### src/shared/agr_params.svh
// Register offsets, field positions and reset values of the analog gain and offset bank.
`ifndef AGR_PARAMS_SVH
`define AGR_PARAMS_SVH
`define AGR_ADDR_W 6
`define AGR_OFF_SH_MODE 6'h06
`define AGR_OFF_LOCK_STATUS 6'h07
`define AGR_OFF_PROBE_SEL 6'h09
`define AGR_OFF_CH1_COARSE_MSB 6'h10
`define AGR_OFF_CH1_COARSE_LOW 6'h11
`define AGR_OFF_CH1_FINE_MSB 6'h12
`define AGR_OFF_CH1_FINE_LOW 6'h13
`define AGR_OFF_CH1_GAIN 6'h15
`define AGR_OFF_CH2_COARSE_MSB 6'h18
`define AGR_OFF_CH2_COARSE_LOW 6'h19
`define AGR_OFF_IRQ_STATUS 6'h3C
`define AGR_OFF_IRQ_ENABLE 6'h3D
`define AGR_OFF_IRQ_CLEAR 6'h3E
`define AGR_SH_EN_BIT 7
`define AGR_REFBUF_HI 2
`define AGR_REFBUF_LO 1
`define AGR_PROBE_HI 4
`define AGR_PROBE_LO 3
`define AGR_RST_SH_MODE 8'h81
`define AGR_RST_PROBE 2'h0
`define AGR_RST_MSB 1'h0
`define AGR_RST_LOW 8'hFF
`define AGR_RST_GAIN 8'h61
`define AGR_IRQ_FALSE_LOCK 0
`define AGR_IRQ_LOCK_LOST 1
`define AGR_IRQ_N 2
`endif

### src/shared/agr_pkg.sv
// Types of the analog gain and offset bank.
`default_nettype none
package agr_pkg;
    typedef enum logic [1:0] {
        AGR_REFBUF_30 = 2'h0,
        AGR_REFBUF_60 = 2'h1,
        AGR_REFBUF_100 = 2'h2
    } agr_refbuf_t;
    typedef enum logic [3:0] {
        AGR_PROBE_OFF = 4'h1,
        AGR_PROBE_EVEN = 4'h2,
        AGR_PROBE_ODD = 4'h4,
        AGR_PROBE_TAG = 4'h8
    } agr_probe_t;
    typedef struct packed {
        logic [8:0] ch1_coarse_offset;
        logic [8:0] ch1_fine_offset;
        logic [7:0] ch1_gain;
        logic [8:0] ch2_coarse_offset;
    } agr_analog_t;
    typedef struct packed {
        logic clamp_even;
        logic sample_even;
        logic clamp_odd;
        logic sample_odd;
        logic odd_tag;
        logic adc_clk;
    } agr_strobes_t;
endpackage
`default_nettype wire

### src/core/agr_regs.sv
// Analog gain, offset and timing probe register bank.
//
// The implementer's own choice: the strobed register port.
`timescale 1ns/1ps
`default_nettype none
`include "agr_params.svh"
module agr_regs #(
    parameter int DATA_W = 8
) (
    input wire logic ref_clk_i,
    input wire logic resetn_i,
    input wire logic [`AGR_ADDR_W-1:0] addr_i,
    input wire logic [DATA_W-1:0] wdata_i,
    input wire logic wr_i,
    input wire logic rd_i,
    output logic [DATA_W-1:0] rdata_o,
    input wire logic false_lock_i,
    input wire agr_pkg::agr_strobes_t strobes_i,
    output logic sh_enable_o,
    output agr_pkg::agr_refbuf_t refbuf_power_o,
    output agr_pkg::agr_analog_t analog_o,
    output logic timing_probe_pin0_o,
    output logic timing_probe_pin1_o,
    output logic timing_probe_oe_o,
    output logic irq_o
);
    if (DATA_W != 8) begin : g_width_check
        $error("agr_regs supports only 8-bit data");
    end

    localparam logic [7:0] RST_SH_MODE = `AGR_RST_SH_MODE;

    // ------------------------------------------------------------
    // Storage
    // ------------------------------------------------------------
    logic sh_en_q;
    logic [1:0] refbuf_q;
    logic [1:0] probe_q;
    logic c1c_msb_q;
    logic [7:0] c1c_low_q;
    logic c1f_msb_q;
    logic [7:0] c1f_low_q;
    logic [7:0] c1g_q;
    logic c2c_msb_q;
    logic [7:0] c2c_low_q;
    logic lock_q;
    logic [`AGR_IRQ_N-1:0] irq_sts_q;
    logic [`AGR_IRQ_N-1:0] irq_en_q;
    logic [`AGR_IRQ_N-1:0] irq_ev;
    logic [`AGR_IRQ_N-1:0] irq_clr;
    logic [7:0] rdata_d;
    agr_pkg::agr_probe_t probe_st;

    function automatic logic hit(input logic [`AGR_ADDR_W-1:0] off);
        hit = wr_i && (addr_i == off);
    endfunction

    always_ff @(posedge ref_clk_i) begin
        if (!resetn_i) begin
            sh_en_q <= RST_SH_MODE[`AGR_SH_EN_BIT];
            refbuf_q <= RST_SH_MODE[`AGR_REFBUF_HI:`AGR_REFBUF_LO];
            probe_q <= `AGR_RST_PROBE;
        end else begin
            if (hit(`AGR_OFF_SH_MODE)) begin
                sh_en_q <= wdata_i[`AGR_SH_EN_BIT];
                refbuf_q <= wdata_i[`AGR_REFBUF_HI:`AGR_REFBUF_LO];
            end
            if (hit(`AGR_OFF_PROBE_SEL)) begin
                probe_q <= wdata_i[`AGR_PROBE_HI:`AGR_PROBE_LO];
            end
        end
    end

    always_ff @(posedge ref_clk_i) begin
        if (!resetn_i) begin
            c1c_msb_q <= `AGR_RST_MSB;
            c1c_low_q <= `AGR_RST_LOW;
            c1f_msb_q <= `AGR_RST_MSB;
            c1f_low_q <= `AGR_RST_LOW;
            c1g_q <= `AGR_RST_GAIN;
            c2c_msb_q <= `AGR_RST_MSB;
            c2c_low_q <= `AGR_RST_LOW;
        end else begin
            if (hit(`AGR_OFF_CH1_COARSE_MSB)) begin
                c1c_msb_q <= wdata_i[0];
            end
            if (hit(`AGR_OFF_CH1_COARSE_LOW)) begin
                c1c_low_q <= wdata_i;
            end
            if (hit(`AGR_OFF_CH1_FINE_MSB)) begin
                c1f_msb_q <= wdata_i[0];
            end
            if (hit(`AGR_OFF_CH1_FINE_LOW)) begin
                c1f_low_q <= wdata_i;
            end
            if (hit(`AGR_OFF_CH1_GAIN)) begin
                c1g_q <= wdata_i;
            end
            if (hit(`AGR_OFF_CH2_COARSE_MSB)) begin
                c2c_msb_q <= wdata_i[0];
            end
            if (hit(`AGR_OFF_CH2_COARSE_LOW)) begin
                c2c_low_q <= wdata_i;
            end
        end
    end

    // ------------------------------------------------------------
    // Outputs to the analog path
    // ------------------------------------------------------------
    assign sh_enable_o = sh_en_q;
    assign analog_o.ch1_coarse_offset = {c1c_msb_q, c1c_low_q};
    assign analog_o.ch1_fine_offset = {c1f_msb_q, c1f_low_q};
    assign analog_o.ch1_gain = c1g_q;
    assign analog_o.ch2_coarse_offset = {c2c_msb_q, c2c_low_q};

    always_comb begin
        case (refbuf_q)
            2'h3: refbuf_power_o = agr_pkg::AGR_REFBUF_100;
            2'h2, 2'h1: refbuf_power_o = agr_pkg::AGR_REFBUF_60;
            default: refbuf_power_o = agr_pkg::AGR_REFBUF_30;
        endcase
    end

    // ------------------------------------------------------------
    // Timing probe routing
    // ------------------------------------------------------------
    always_comb begin
        case (probe_q)
            2'h1: probe_st = agr_pkg::AGR_PROBE_EVEN;
            2'h2: probe_st = agr_pkg::AGR_PROBE_ODD;
            2'h3: probe_st = agr_pkg::AGR_PROBE_TAG;
            default: probe_st = agr_pkg::AGR_PROBE_OFF;
        endcase
    end

    // Probe pins are registered so that they never glitch on a select change.
    always_ff @(posedge ref_clk_i) begin
        if (!resetn_i) begin
            timing_probe_pin0_o <= 1'b0;
            timing_probe_pin1_o <= 1'b0;
            timing_probe_oe_o <= 1'b0;
        end else begin
            case (probe_st)
                agr_pkg::AGR_PROBE_EVEN: begin
                    timing_probe_pin0_o <= strobes_i.clamp_even;
                    timing_probe_pin1_o <= strobes_i.sample_even;
                    timing_probe_oe_o <= 1'b1;
                end
                agr_pkg::AGR_PROBE_ODD: begin
                    timing_probe_pin0_o <= strobes_i.clamp_odd;
                    timing_probe_pin1_o <= strobes_i.sample_odd;
                    timing_probe_oe_o <= 1'b1;
                end
                agr_pkg::AGR_PROBE_TAG: begin
                    timing_probe_pin0_o <= strobes_i.odd_tag;
                    timing_probe_pin1_o <= strobes_i.adc_clk;
                    timing_probe_oe_o <= 1'b1;
                end
                default: begin
                    timing_probe_pin0_o <= 1'b0;
                    timing_probe_pin1_o <= 1'b0;
                    timing_probe_oe_o <= 1'b0;
                end
            endcase
        end
    end

    // ------------------------------------------------------------
    // Lock status and interrupts
    // ------------------------------------------------------------
    always_ff @(posedge ref_clk_i) begin
        if (!resetn_i) begin
            lock_q <= 1'b0;
        end else begin
            lock_q <= false_lock_i;
        end
    end

    assign irq_ev[`AGR_IRQ_FALSE_LOCK] = false_lock_i && !lock_q;
    assign irq_ev[`AGR_IRQ_LOCK_LOST] = !false_lock_i && lock_q;
    assign irq_clr = hit(`AGR_OFF_IRQ_CLEAR) ? wdata_i[`AGR_IRQ_N-1:0] : '0;

    // Set wins over a clear in the same cycle.
    always_ff @(posedge ref_clk_i) begin
        if (!resetn_i) begin
            irq_sts_q <= '0;
        end else begin
            irq_sts_q <= (irq_sts_q & ~irq_clr) | irq_ev;
        end
    end

    always_ff @(posedge ref_clk_i) begin
        if (!resetn_i) begin
            irq_en_q <= '0;
        end else if (hit(`AGR_OFF_IRQ_ENABLE)) begin
            irq_en_q <= wdata_i[`AGR_IRQ_N-1:0];
        end
    end

    assign irq_o = |(irq_sts_q & irq_en_q);

    // ------------------------------------------------------------
    // Read port
    // ------------------------------------------------------------
    always_comb begin
        rdata_d = 8'h00;
        case (addr_i)
            `AGR_OFF_SH_MODE: rdata_d = {sh_en_q, 4'h0, refbuf_q, 1'b0};
            `AGR_OFF_LOCK_STATUS: rdata_d = {7'h00, lock_q};
            `AGR_OFF_PROBE_SEL: rdata_d = {3'h0, probe_q, 3'h0};
            `AGR_OFF_CH1_COARSE_MSB: rdata_d = {7'h00, c1c_msb_q};
            `AGR_OFF_CH1_COARSE_LOW: rdata_d = c1c_low_q;
            `AGR_OFF_CH1_FINE_MSB: rdata_d = {7'h00, c1f_msb_q};
            `AGR_OFF_CH1_FINE_LOW: rdata_d = c1f_low_q;
            `AGR_OFF_CH1_GAIN: rdata_d = c1g_q;
            `AGR_OFF_CH2_COARSE_MSB: rdata_d = {7'h00, c2c_msb_q};
            `AGR_OFF_CH2_COARSE_LOW: rdata_d = c2c_low_q;
            `AGR_OFF_IRQ_STATUS: rdata_d = {6'h00, irq_sts_q};
            `AGR_OFF_IRQ_ENABLE: rdata_d = {6'h00, irq_en_q};
            default: rdata_d = 8'h00;
        endcase
    end

    always_ff @(posedge ref_clk_i) begin
        if (!resetn_i) begin
            rdata_o <= 8'h00;
        end else if (rd_i) begin
            rdata_o <= rdata_d;
        end else begin
            rdata_o <= 8'h00;
        end
    end
endmodule // agr_regs
`default_nettype wire

### config.mk
export PLATFORM = sky130hd
export DESIGN_NAME = agr_regs
export DESIGN_NICKNAME = d
export VERILOG_FILES = /design/src/shared/agr_pkg.sv /design/src/core/agr_regs.sv
export VERILOG_INCLUDE_DIRS = /design/src /design/src/shared
export SDC_FILE = /design/constraint.sdc
export NUM_CORES = 1
export LEC_CHECK = 0
export BUFFER_PORTS_ARGS = -buffer_cell sky130_fd_sc_hd__buf_2
export CAP_MARGIN = 20
export CORE_MARGIN = 2
export CORE_UTILIZATION = 46
export DETAILED_ROUTE_END_ITERATION = 10
export PLACE_DENSITY = 0.73
export SYNTH_ARGS = -nofsm -noshare
export SYNTH_HDL_FRONTEND = slang
export SYNTH_SLANG_ARGS = --single-unit
### constraint.sdc
create_clock -name ref_clk_i -period 1.9 [get_ports ref_clk_i]
set_clock_uncertainty 0.05 [all_clocks]
set_input_delay 0.38 -clock ref_clk_i [delete_from_list [all_inputs] [get_ports ref_clk_i]]
set_output_delay 0.38 -clock ref_clk_i [all_outputs]
set_load 0.1 [all_outputs]
==> flow_summary.json <==
{
  "status": "finished, final reports clean",
  "grt_max_degree": 41,
  "post_cts_resized": 0,
  "finish.utilization_pct": 60.6,
  "synth_area_leaders": "dfxtp_1 46%, nand2_1 9.5%, nand3_1 7.9%",
  "setup_violations": 0,
  "synth-edff-count": 0,
  "drt_iter0_drc": 148,
  "peakVddDrop_v": 0.000552,
  "gp_congestion": 0.805,
  "r2r_slack_ns": 0.72,
  "post_cts_buffers": 0,
  "hold_viol": 0,
  "grt_use_total_pct": 23.7,
  "max_stage_delay_ns": 0.42,
  "dpl_worst_slack_ns": 0.0235,
  "post-dp-hpwl_mm": 4.81,
  "boundaryPins": 75,
  "critPathArrivalTime_ns": 1.33,
  "synthCells": 286,
  "fin_crit_ns": 1.76,
  "power.leakage_nw": 1.37,
  "synth.largest_area_cell": "dfxtp_1",
  "path_cells": "ha_1 > buf_2",
  "htree_levels": 2,
  "die_area_um2": 5940,
  "vias_per_cell": 5.41,
  "overflow": 0,
  "core_area_um2": 5140,
  "synth_area_um2": 2460,
  "hold_buffers": 0,
  "initial_core_util_pct": 47.8,
  "netlist.area_leader.share_pct": 45.6,
  "synthArstFlopShare_pct": 0,
  "nets": 399,
  "drive_gt1_share_pct": 30.2,
  "ff2ff_path_depth": 3,
  "yosysUniqueCellTypes": 37,
  "diodes": 0,
  "drcViolationCount": 0,
  "final_common_cell": "buf_2",
  "whs_path_depth": 2,
  "grt_antenna_before_repair": 0,
  "routed_wl_mm": 6.65,
  "final_cell_mix": "74 x buf_2, 62 x nand2_1, 56 x dfxtp_1",
  "cp-start-kind": "register",
  "cts_max_path_buffers": 2,
  "dp_cells": 436,
  "clk_pin_slew_worst_paths_ns": 0.09,
  "finalNonFillerCells": 444,
  "fillCellCount": 493,
  "slowest_stage": "buf_2",
  "die_y_um": 77.1,
  "cp.required_ns": 1.47,
  "cts_tree": "done",
  "cp-end-kind": "output port",
  "cts_buffers": 5,
  "finalCritPeriodShare_pct": 92.8,
  "relSlewSlack_pct": 66.6,
  "drv_cap": 0,
  "synth_nets": 312,
  "powerDensity_nw_per_um2": 701,
  "crit_path_max_fanout": 3,
  "synth-seq-area-share_pct": 45.6,
  "power_mw": 2.19,
  "rsz0062_at_grt": "false",
  "holdWs_ns": 0.252,
  "syn_to_final_growth_pct": 26.8,
  "holdCritPathClass": "in2reg",
  "place_area_um2": 3010,
  "fp.dieW_um": 77.1,
  "grt_pass1_vias": 2371,
  "clock_latency_ns": 0.31,
  "portBuffers": 74,
  "drt_first_pass_iters": 4,
  "tightest_slew_ns": 0.505,
  "grt_pass1_wl_mm": 11.4,
  "clock_sinks": 56,
  "synth_warnings": 0,
  "maxSlewViolCount": 0,
  "ant_nets": 0,
  "path_class": "reg2out",
  "synth-seq-cells": 56,
  "fmax_mhz": 567,
  "ys.flop_type": "dfxtp_1",
  "drt-wirelength-per-cell_um": 15.0,
  "stdcell_area_um2": 3120,
  "setup_tns_ns": 0,
  "num_vias": 2402,
  "fin_ws_ns": 0.136,
  "cts_root_buf": "clkbuf_8",
  "syn_avg_cell_area_um2": 8.59,
  "rows": 26
}
==> sequential cells by signal, indices dropped and copies added (netlist names), 2 cells and up <==
| register | cells |
|---|---|
| c1c_low_q | 8 |
| c1f_low_q | 8 |
| c1g_q | 8 |
| c2c_low_q | 8 |
| rdata_o | 8 |
| irq_en_q | 2 |
| irq_sts_q | 2 |
| probe_q | 2 |
| refbuf_q | 2 |
==> cell usage after synthesis (2+ instances only) <==
library cell	n
nand2_1	62
o21ai_0	3
nor3_2	2
nand2b_1	8
nand3_1	39
a31oi_1	6
nor3_1	6
o211ai_1	8
mux2i_1	8
mux2_2	3
a22oi_1	18
clkbuf_1	10
and3_1	2
dfxtp_1	56
nor4_1	2
nor2b_1	8
a21oi_1	5
inv_1	3
buf_6	2
nand2_2	2
nor2_1	3
nand4_1	2
a21boi_0	11
nor3b_1	2
buf_4	3
==> metal layers <==
layer / vias to the layer above / part of all wire (%) / GRT usage [%]
met3: 10 / 6.3 / 4.00
met4: 0 / 1.3 / 7.86
met2: 79 / 48 / 39.9
met5: - / 0 / 0
li1: 1188 / - / -
met1: 1125 / 45 / 30.8
==> power breakdown <==
part / internal (mW) / switching, mW / leakage, nW
logic: 0.0735 / 0.143 / 0.866
registers: 1.18 / 0.00756 / 0.453
clock network: 0.399 / 0.380 / 0.0558
==> logic make-up after synthesis <==
family	count (synthesis)	synth area share, %
DFF	56	45.6
muxes	11	4.63
AOI/OAI and AO/OA	54	15.4
adders and majority gates	1	0.509
and+or+nand+nor	145	29.8
buffers and inverters	19	4.02
==> area by class of cell <==
cell class | count | area (µm²) | share of cell area (%)
timing repair buffer | 96 | 548 | 17.6
tap | 70 | 87.6 | 2.81
clock buffer | 6 | 72.6 | 2.33
sequential | 56 | 1120 | 36.0
clock inverter | 2 | 38.8 | 1.24
multi-input combinational | 211 | 1240 | 39.7
inverter | 3 | 11.3 | 0.361
==> worst paths after layout <==
kind / from / endpoint
setup / recovery: refbuf_q[0] / refbuf_power_o[0]
hold reg to reg: c2c_low_q[7] / c2c_low_q[7]
setup reg to reg: probe_q[1] / timing_probe_pin0_o
hold / removal: false_lock_i / lock_q
==> worst max-delay path, delay by kind of cell (launching register included) <==
family / cells / cell delay [ns]
adder cells (fa/ha/maj): 1 / 0.27
buffers and inverters: 1 / 0.42
flip-flops: 1 / 0.34
Note: power is estimated with default switching activity, not from simulation.
